## config.mk

```make
export PLATFORM = sky130hd
export DESIGN_NAME = dcd_top
export DESIGN_NICKNAME = d
export VERILOG_FILES = /design/src/logic/dcd_pkg.sv /design/src/logic/dcd_bus_if.sv /design/src/logic/dcd_chan_decode.sv /design/src/logic/dcd_addr_cmd.sv /design/src/logic/dcd_top.sv
export SDC_FILE = /design/constraint.sdc
export NUM_CORES = 1
export LEC_CHECK = 0
export ABC_AREA = 1
export BUFFER_PORTS_ARGS = -buffer_cell sky130_fd_sc_hd__buf_2
export CORE_ASPECT_RATIO = 1.75
export CORE_MARGIN = 10
export CORE_UTILIZATION = 54
export DETAILED_ROUTE_END_ITERATION = 7
export GPL_ROUTABILITY_DRIVEN = 0
export PLACE_DENSITY = 0.87
export SLEW_MARGIN = 20
export SYNTH_ARGS = -nofsm -noshare
export SYNTH_HDL_FRONTEND = slang
export SYNTH_SLANG_ARGS = --single-unit
```

## constraint.sdc

```tcl
create_clock -name clk_i -period 2.3 [get_ports clk_i]
set_input_delay 0.46 -clock clk_i [delete_from_list [all_inputs] [get_ports clk_i]]
set_output_delay 0.46 -clock clk_i [all_outputs]
set_load 0.1 [all_outputs]
```

## src/logic/dcd_pkg.sv

```systemverilog
// Constants for the command decoder of a dual asynchronous receiver/transmitter.
// Assumes a 4-bit register address bus and an 8-bit data bus from the host.
package dcd_pkg;

    // ------------------------------------------------------------
    // Bus geometry
    // ------------------------------------------------------------
    localparam int ADDR_W = 4;
    localparam int DATA_W = 8;

    // ------------------------------------------------------------
    // Addresses
    // ------------------------------------------------------------
    localparam logic [3:0] ADDR_CHAN_A_CMD = 4'h2;
    localparam logic [3:0] ADDR_CHAN_B_CMD = 4'hA;
    localparam logic [3:0] ADDR_START_SET = 4'hE;
    localparam logic [3:0] ADDR_STOP_CLR = 4'hF;

    // ------------------------------------------------------------
    // Command register fields
    // ------------------------------------------------------------
    localparam int CMD_HI_LSB = 4;
    localparam int CMD_TX_LSB = 2;
    localparam int CMD_RX_LSB = 0;
    localparam logic [1:0] EN_CODE_ENABLE = 2'h1;
    localparam logic [1:0] EN_CODE_DISABLE = 2'h2;

    // Upper-nibble command codes
    localparam logic [3:0] CMD_RX_EXT_SET = 4'h8;
    localparam logic [3:0] CMD_RX_EXT_CLR = 4'h9;
    localparam logic [3:0] CMD_TX_EXT_SET = 4'hA;
    localparam logic [3:0] CMD_TX_EXT_CLR = 4'hB;
    localparam logic [3:0] CMD_GROUP_C = 4'hC;
    localparam logic [3:0] CMD_GROUP_D = 4'hD;
    localparam logic [3:0] CMD_RSVD_E = 4'hE;
    localparam logic [3:0] CMD_RSVD_F = 4'hF;

    // ------------------------------------------------------------
    // Reset values
    // ------------------------------------------------------------
    localparam logic RST_EXT_BIT = 1'b0;
    localparam logic RST_CHAN_EN = 1'b0;
    localparam logic [7:0] RST_OUTPUT_PORT = 8'h00;

endpackage : dcd_pkg

```

## src/logic/dcd_bus_if.sv

```systemverilog
// Carries one synchronised host access from the top to the decoders.
// Assumes strobes are single-cycle pulses on the core clock.
`timescale 1ns/1ps
interface dcd_bus_if;
    import dcd_pkg::*;
    logic wr_stb;
    logic rd_stb;
    logic [ADDR_W-1:0] addr;
    logic [DATA_W-1:0] data;

    modport src (output wr_stb, output rd_stb, output addr, output data);
    modport dst (input wr_stb, input rd_stb, input addr, input data);
endinterface : dcd_bus_if

```

## src/logic/dcd_chan_decode.sv

```systemverilog
// One channel's command register decoder: extend bits, enables, group C/D pulses.
// Assumes a synchronised access on the bus interface; one instance per channel.
`timescale 1ns/1ps
module dcd_chan_decode
    import dcd_pkg::*;
#(
    parameter logic [3:0] CMD_ADDR = 4'h2
)
(
    input wire logic clk_i,
    input wire logic rst_n_i,
    dcd_bus_if.dst bus,
    output logic rx_ext_o,
    output logic tx_ext_o,
    output logic rx_en_o,
    output logic tx_en_o,
    output logic cmd_c_o,
    output logic cmd_d_o
);

    logic hit;
    logic [3:0] hi;
    logic [1:0] tx_code;
    logic [1:0] rx_code;

    assign hit = bus.wr_stb && (bus.addr == CMD_ADDR);
    assign hi = bus.data[CMD_HI_LSB +: 4];
    assign tx_code = bus.data[CMD_TX_LSB +: 2];
    assign rx_code = bus.data[CMD_RX_LSB +: 2];

    // ------------------------------------------------------------
    // Extend bits
    // ------------------------------------------------------------
    always_ff @(posedge clk_i or negedge rst_n_i)
    begin
        if (!rst_n_i)
        begin
            rx_ext_o <= RST_EXT_BIT;
            tx_ext_o <= RST_EXT_BIT;
        end
        else if (hit)
        begin
            case (hi)
                CMD_RX_EXT_SET: rx_ext_o <= 1'b1;
                CMD_RX_EXT_CLR: rx_ext_o <= 1'b0;
                CMD_TX_EXT_SET: tx_ext_o <= 1'b1;
                CMD_TX_EXT_CLR: tx_ext_o <= 1'b0;
                default: ; // Reserved codes do nothing
            endcase
        end
    end

    // ------------------------------------------------------------
    // Enables, independent of the upper nibble
    // ------------------------------------------------------------
    always_ff @(posedge clk_i or negedge rst_n_i)
    begin
        if (!rst_n_i)
        begin
            rx_en_o <= RST_CHAN_EN;
            tx_en_o <= RST_CHAN_EN;
        end
        else if (hit)
        begin
            if (rx_code == EN_CODE_ENABLE) rx_en_o <= 1'b1;
            else if (rx_code == EN_CODE_DISABLE) rx_en_o <= 1'b0;
            if (tx_code == EN_CODE_ENABLE) tx_en_o <= 1'b1;
            else if (tx_code == EN_CODE_DISABLE) tx_en_o <= 1'b0;
        end
    end

    // ------------------------------------------------------------
    // Chip-level command pulses; meaning depends on channel
    // ------------------------------------------------------------
    always_ff @(posedge clk_i or negedge rst_n_i)
    begin
        if (!rst_n_i)
        begin
            cmd_c_o <= 1'b0;
            cmd_d_o <= 1'b0;
        end
        else
        begin
            cmd_c_o <= hit && (hi == CMD_GROUP_C);
            cmd_d_o <= hit && (hi == CMD_GROUP_D);
        end
    end

endmodule : dcd_chan_decode

```

## src/logic/dcd_addr_cmd.sv

```systemverilog
// Address-triggered commands: counter start/stop and output port set/clear.
// Assumes a synchronised access on the bus interface.
`timescale 1ns/1ps
module dcd_addr_cmd
    import dcd_pkg::*;
(
    input wire logic clk_i,
    input wire logic rst_n_i,
    dcd_bus_if.dst bus,
    output logic ct_start_o,
    output logic ct_stop_o,
    output logic [DATA_W-1:0] out_port_reg_o,
    output logic [DATA_W-1:0] out_pins_o
);

    logic set_hit;
    logic clr_hit;
    logic [DATA_W-1:0] port_nxt;

    assign set_hit = bus.wr_stb && (bus.addr == ADDR_START_SET);
    assign clr_hit = bus.wr_stb && (bus.addr == ADDR_STOP_CLR);

    always_comb
    begin
        port_nxt = out_port_reg_o;
        if (set_hit) port_nxt = out_port_reg_o | bus.data;
        if (clr_hit) port_nxt = out_port_reg_o & ~bus.data;
    end

    // ------------------------------------------------------------
    // Output port register and inverted pins
    // ------------------------------------------------------------
    always_ff @(posedge clk_i or negedge rst_n_i)
    begin
        if (!rst_n_i)
        begin
            out_port_reg_o <= RST_OUTPUT_PORT;
            out_pins_o <= ~RST_OUTPUT_PORT;
        end
        else
        begin
            out_port_reg_o <= port_nxt;
            out_pins_o <= ~port_nxt; // Pins show complement
        end
    end

    // ------------------------------------------------------------
    // Counter/timer pulses, taken on a read of the address only
    // ------------------------------------------------------------
    always_ff @(posedge clk_i or negedge rst_n_i)
    begin
        if (!rst_n_i)
        begin
            ct_start_o <= 1'b0;
            ct_stop_o <= 1'b0;
        end
        else
        begin
            ct_start_o <= bus.rd_stb && (bus.addr == ADDR_START_SET);
            ct_stop_o <= bus.rd_stb && (bus.addr == ADDR_STOP_CLR);
        end
    end

endmodule : dcd_addr_cmd

```

## src/logic/dcd_top.sv

```systemverilog
// Top of the command decoder: pin synchronisers, chip-level mode state.
// Assumes an asynchronous host bus with active-low strobes and one 10 MHz clock.
//
// How it works
// - Receiver extend-set command sets that channel's receiver extend bit.
// - Receiver extend-clear command clears that channel's receiver extend bit.
// - Transmitter extend-set command sets that channel's transmitter extend bit.
// - Transmitter extend-clear command clears that channel's transmitter extend bit.
// - Code 1100 to channel A enters chip-wide standby.
// - Standby ends on hardware reset or set-active command.
// - Code 1101 to channel A leaves standby.
// - Code 1100 to channel B in chain mode resets in-service latch.
// - Code 1101 to channel B enters daisy-chain vectored mode.
// - Four address commands: start, stop counter; set, clear output bits.
// - Counter commands run on a read of their address, output-bit commands on a write.
// - Lower nibble enables or disables transmitter and receiver independently.
// - Read of address 0E starts counter, drives no data.
// - Write to 0E sets output bits given as ones; pins inverted.
`timescale 1ns/1ps
module dcd_top
    import dcd_pkg::*;
(
    input wire logic clk_i,
    input wire logic rst_n_i,
    input wire logic cs_n_i,
    input wire logic rd_n_i,
    input wire logic wr_n_i,
    input wire logic [ADDR_W-1:0] addr_i,
    input wire logic [DATA_W-1:0] data_i,
    input wire logic int_ack_i,
    output logic rx_ext_a_o,
    output logic tx_ext_a_o,
    output logic rx_ext_b_o,
    output logic tx_ext_b_o,
    output logic rx_en_a_o,
    output logic tx_en_a_o,
    output logic rx_en_b_o,
    output logic tx_en_b_o,
    output logic standby_o,
    output logic chain_mode_o,
    output logic in_service_latch_o,
    output logic chain_enable_out_o,
    output logic ct_start_o,
    output logic ct_stop_o,
    output logic [DATA_W-1:0] output_port_reg_o,
    output logic [DATA_W-1:0] out_pins_o
);

    // ------------------------------------------------------------
    // Reset release
    // ------------------------------------------------------------
    logic [1:0] rst_sync_r;
    logic rst_n;

    always_ff @(posedge clk_i or negedge rst_n_i)
    begin
        if (!rst_n_i) rst_sync_r <= 2'b00;
        else rst_sync_r <= {rst_sync_r[0], 1'b1};
    end
    assign rst_n = rst_sync_r[1];

    // ------------------------------------------------------------
    // Pin synchronisers
    // ------------------------------------------------------------
    localparam int SYNC_W = 3 + ADDR_W + DATA_W + 1;
    logic [SYNC_W-1:0] pin_meta_r;
    logic [SYNC_W-1:0] pin_sync_r;
    logic rd_act;
    logic wr_act;
    logic rd_act_r;
    logic wr_act_r;
    logic ack_sync;

    always_ff @(posedge clk_i or negedge rst_n)
    begin
        if (!rst_n)
        begin
            pin_meta_r <= {3'b111, {(ADDR_W + DATA_W + 1){1'b0}}};
            pin_sync_r <= {3'b111, {(ADDR_W + DATA_W + 1){1'b0}}};
        end
        else
        begin
            pin_meta_r <= {cs_n_i, rd_n_i, wr_n_i, addr_i, data_i, int_ack_i};
            pin_sync_r <= pin_meta_r;
        end
    end

    // Access is taken once, at the leading edge of the strobe
    assign rd_act = !pin_sync_r[SYNC_W-1] && !pin_sync_r[SYNC_W-2];
    assign wr_act = !pin_sync_r[SYNC_W-1] && !pin_sync_r[SYNC_W-3];
    assign ack_sync = pin_sync_r[0];

    always_ff @(posedge clk_i or negedge rst_n)
    begin
        if (!rst_n)
        begin
            rd_act_r <= 1'b0;
            wr_act_r <= 1'b0;
        end
        else
        begin
            rd_act_r <= rd_act;
            wr_act_r <= wr_act;
        end
    end

    // ------------------------------------------------------------
    // Internal access carrier
    // ------------------------------------------------------------
    dcd_bus_if bus ();

    // Data must be stable by the strobe edge; it is sampled together with the strobe
    assign bus.rd_stb = rd_act && !rd_act_r;
    assign bus.wr_stb = wr_act && !wr_act_r;
    assign bus.addr = pin_sync_r[DATA_W+1 +: ADDR_W];
    assign bus.data = pin_sync_r[1 +: DATA_W];

    // ------------------------------------------------------------
    // Channel decoders
    // ------------------------------------------------------------
    logic cmd_c_a;
    logic cmd_d_a;
    logic cmd_c_b;
    logic cmd_d_b;

    dcd_chan_decode #(.CMD_ADDR(ADDR_CHAN_A_CMD)) u_chan_a (
        .clk_i(clk_i),
        .rst_n_i(rst_n),
        .bus(bus),
        .rx_ext_o(rx_ext_a_o),
        .tx_ext_o(tx_ext_a_o),
        .rx_en_o(rx_en_a_o),
        .tx_en_o(tx_en_a_o),
        .cmd_c_o(cmd_c_a),
        .cmd_d_o(cmd_d_a)
    );

    dcd_chan_decode #(.CMD_ADDR(ADDR_CHAN_B_CMD)) u_chan_b (
        .clk_i(clk_i),
        .rst_n_i(rst_n),
        .bus(bus),
        .rx_ext_o(rx_ext_b_o),
        .tx_ext_o(tx_ext_b_o),
        .rx_en_o(rx_en_b_o),
        .tx_en_o(tx_en_b_o),
        .cmd_c_o(cmd_c_b),
        .cmd_d_o(cmd_d_b)
    );

    // ------------------------------------------------------------
    // Address-triggered commands
    // ------------------------------------------------------------
    dcd_addr_cmd u_addr_cmd (
        .clk_i(clk_i),
        .rst_n_i(rst_n),
        .bus(bus),
        .ct_start_o(ct_start_o),
        .ct_stop_o(ct_stop_o),
        .out_port_reg_o(output_port_reg_o),
        .out_pins_o(out_pins_o)
    );

    // ------------------------------------------------------------
    // Standby, chip wide
    // ------------------------------------------------------------
    always_ff @(posedge clk_i or negedge rst_n)
    begin
        if (!rst_n) standby_o <= 1'b0; // Hardware reset wakes
        else if (cmd_c_a) standby_o <= 1'b1;
        else if (cmd_d_a) standby_o <= 1'b0;
    end

    // ------------------------------------------------------------
    // Daisy-chain mode and in-service latch
    // ------------------------------------------------------------
    // No command leaves chain mode; only reset does
    always_ff @(posedge clk_i or negedge rst_n)
    begin
        if (!rst_n) chain_mode_o <= 1'b0;
        else if (cmd_d_b) chain_mode_o <= 1'b1;
    end

    // Acknowledge wins over a same-cycle reset command
    always_ff @(posedge clk_i or negedge rst_n)
    begin
        if (!rst_n)
        begin
            in_service_latch_o <= 1'b0;
            chain_enable_out_o <= 1'b1;
        end
        else if (chain_mode_o && ack_sync)
        begin
            in_service_latch_o <= 1'b1;
            chain_enable_out_o <= 1'b0;
        end
        else if (chain_mode_o && cmd_c_b)
        begin
            in_service_latch_o <= 1'b0;
            chain_enable_out_o <= 1'b1;
        end
    end

endmodule : dcd_top

```

==> results.txt <==
Of the total synthesized cell area, the portion taken by AND, OR, NAND and NOR gates is 0.256. The leakage dissipation is approximately 1.7 nW. The number of nets in the synthesized netlist is 259. The leftover overflow at the end of global routing came out at 0. The most common cell after layout, fill and taps aside is sky130_fd_sc_hd__dfrtp_1.

After routing, the total negative slack on setup checks comes to 0 ns. In this run the worst setup path terminates at chain_enable_out_o. The net switching share of the total power came out at 0.396. The synthesized-area fraction occupied by ao, oa, aoi and oai cells is 0.00476. On the critical path, the stage with the largest delay is an instance of sky130_fd_sc_hd__dfstp_2. The number of flops mapped to enable cells by yosys is 0.

The category of the worst setup path launch point is a flip-flop. STA puts the critical path data required time at 1.84 ns. Max-cap violations in this run came to 0. The peak supply drop came out at between 800 and 900 uV. The area of placed instances came out at 2940 um^2. The mean instance size in the synthesized netlist came out at between 10 and 15 um^2. The worst clock skew on the final layout is ~0.0071 ns. The worst hold-check path type is reg2async. In the final layout, the share of cells above drive strength 1 is 0.389. Of the total power, the clock network draws 0.286.

The flow ran to the end, and the final reports show no timing, DRC or antenna violations. The library cell used as clock root buffer is sky130_fd_sc_hd__clkbuf_8. The clock edge transition at the registers on the reported setup and hold paths is around 0.08 ns. The number of hold violations in the final report came out at 0. The number of nets with antenna violations after detailed routing is 0. The initial core utilization came out at 0.559. In this run the critical register-to-register path is launched from pin_sync_r[11]. The logic depth of the worst path, buffers included is 1. The maximum number of pins on one net before global-route repair is 54. CTS built an H-tree with a depth of 3. The fmax is 576 MHz. The fraction of power consumed by sequential logic is 0.429. The peak per-stage delay on the critical path is approximately 0.53 ns. The combined flip-flop and latch cell area is around 1800 um^2. The combined area of all synthesized cells came out at approximately 2600 um^2. The critical path is of the reg2out type. Hold timing on the final database bottoms out at a slack of approximately 0.18 ns. The post-synthesis cell type count came out at 21.

The initial detailed-routing violation count came out at 88. Dividing the detail-routed via count by the number of cells gives ~5. The number of gates given a new drive strength after cts came out at 0.

The first detailed-routing pass ran for 4 iterations. The cell count of the worst reg-to-reg path came out at 5. The die outline area is approximately 8000 um^2. The die outline height came out at around 110 um.

The critical path starts at chain_enable_out_o. The Yosys step of the flow raised 0 warnings. The fraction of synthesis flops using an asynchronous set or reset pin is 1.00. For this run, design rule violations remaining after detail routing come to 0. After synthesis, the largest family of logic cells by area is simple AND/OR/NAND/NOR gates. Clock tree synthesis inserted a total of 9 buffers. In the synthesized netlist, the number of instances is around 240. The via total after detailed routing came out at approximately 1,700. In this run the power spent charging and discharging nets is between 1 and 1.5 mW. The quantity of I/O buffers inserted on ports came out at 47. The part of the cycle the worst path needs came out at 0.754. The total wire length came out at about 4.7 mm.

The floorplan row count came out at 33. TritonCTS built the clock tree. After synthesis the netlist holds a flip-flop and latch count of 70.

For this run, the leading register cell type out of synthesis is sky130_fd_sc_hd__dfrtp_1. The worst setup path is captured at a primary output. Traced cell by cell, the critical path runs through buf_2.

The routed design could run at a clock period as short as between 1.5 and 2 ns. The area added between synthesis and finish came out at 19.7%. The core box area came out at around 4700 um^2. The xor/xnor share of the synthesized area is 0. The number of global-route vias before repair is between 1,500 and 2,000. The worst endpoint data arrival time is approximately 1.3 ns. Of the total power, combinational logic draws 0.285.

The setup-violating endpoint count in the final report is 0. The minimum setup slack among reg-to-reg paths is 0.93 ns. The half-perimeter wire length after detailed placement is approximately 3.5 mm. The fill cell instance count of the final layout is roughly 370. The average detailed-routed wire length per instance came out at around 13 um.

The I/O pin count came out at 48. The family with the most delay on the worst path is flip-flops. The internal portion of total power came out at roughly 2.0 mW.

Clock latency on the worst-skew pair, taken at its later pin, is about 0.33 ns. The areal power density over the cells came out at ~1100 nW/um^2. In this run the deepest clock path goes through 2 buffers.

CTS saw 70 sinks. The design area came out at about 3100 um^2. The top fanout value on the critical path is 2. The number of antenna violations at the first check in global routing is 0. The total count of max-transition violations in the final report is 0. The count of buffering cells on the critical path with inverters included came out at 1. The total design power came out at roughly 3.4 mW. The core utilization of the finished layout came out at 0.669. The share of the Yosys chip area taken by registers is 0.673. The width of the die came out at roughly 73 um. Summing all multi-input logic gate instances after layout gives just over 700 um^2.

Setup repair after global routing left no endpoint under its margin. The global-route wire length before repair came out at 8.02 mm. For this run, the total global-route usage over all layers was measured as 0.124. The library cells used most frequently in the layout, excluding fill and tap cells, are sky130_fd_sc_hd__dfrtp_1, sky130_fd_sc_hd__buf_2, sky130_fd_sc_hd__nand3_1. The multiplexer share of the synthesized area came out at 0. 0 antenna diodes ended up in the layout. The adder-cell share of the synthesized area is 0.00951. The net count of the finished layout is 318.
[metrics by stage]
| stage | instances | setup WS, ns |
|---|---|---|
| 2_1_floorplan | 239 | 0.233 |
| 3_3_place_gp | 338 | 0.923 |
| 5_1_grt | 355 | 0.517 |
| 6_report | 355 | 0.565 |
| 4_1_cts | 355 | 0.546 |
| 3_5_place_dp | 338 | 0.919 |
[cells by family (layout without fill, tap and decap cells)]
| kind of cell | count (synthesis) | in the layout |
|---|---|---|
| compound gates | 2 | 2 |
| fa+ha+maj | 2 | 2 |
| buf+inv | 37 | 101 |
| flops | 70 | 70 |
| other cells | 1 | 1 |
| simple gates | 127 | 127 |
[area by class of cell]
class	instances	share of cell area
Inverter	36	0.0429
Sequential cell	70	0.563
Clock buffer	10	0.0405
Multi-Input combinational cell	132	0.227
Clock inverter	6	0.0222
Timing Repair Buffer	49	0.0842
Tap cell	52	0.0207
[repair_timing]
item / 4_1_cts / 5_1_grt
hold buffers: 1 / 0
hold endpoints to repair: 2 / 0
buffers inserted: 0 / 0
[metal layers]
layer,GRT usage,share of wire,wire (um),vias to the layer above
met2,0.202,0.55,2600,45
met1,0.127,0.36,1690,835
met4,0.0712,0.014,67,0
li1,-,-,-,857
met5,0,0,0,-
met3,0.0538,0.071,331,6
[synth_stat cells (2+ instances only)]
master,number,area [um^2]
sky130_fd_sc_hd__inv_2,5,18.8
sky130_fd_sc_hd__dfrtp_1,55,1380
sky130_fd_sc_hd__nand2_2,18,113
sky130_fd_sc_hd__nor2_1,20,75.1
sky130_fd_sc_hd__nor2_2,10,62.6
sky130_fd_sc_hd__ha_1,2,25.0
sky130_fd_sc_hd__nand3_1,37,185
sky130_fd_sc_hd__inv_1,31,116
sky130_fd_sc_hd__nand2_1,33,124
sky130_fd_sc_hd__dfstp_2,15,394
sky130_fd_sc_hd__nor3_1,2,10.0
sky130_fd_sc_hd__nor2_8,2,40.0
[power groups by stage]
stage | logic (mW) | registers, mW | clock network (mW)
2_1_floorplan | 0.168 | 2.11 | 0
3_3_place_gp | 0.951 | 1.46 | 0
3_5_place_dp | 0.965 | 1.47 | 0
4_1_cts | 0.967 | 1.44 | 0.983
5_1_grt | 1.01 | 1.46 | 1.05
6_report | 0.956 | 1.44 | 0.959
[how the worst min path moves through the flow]
stage	end	slack (ns)
final	asynchronous set/reset pin	0.18
after CTS	pin_meta_r[4]	0.20
after global routing	pin_meta_r[13]	0.19
after detailed placement	pin_meta_r[4]	0.20
after global placement	pin_meta_r[4]	0.18
after floorplan	rst_sync_r[0]	0.16
Note: power is estimated with default switching activity, not from simulation.
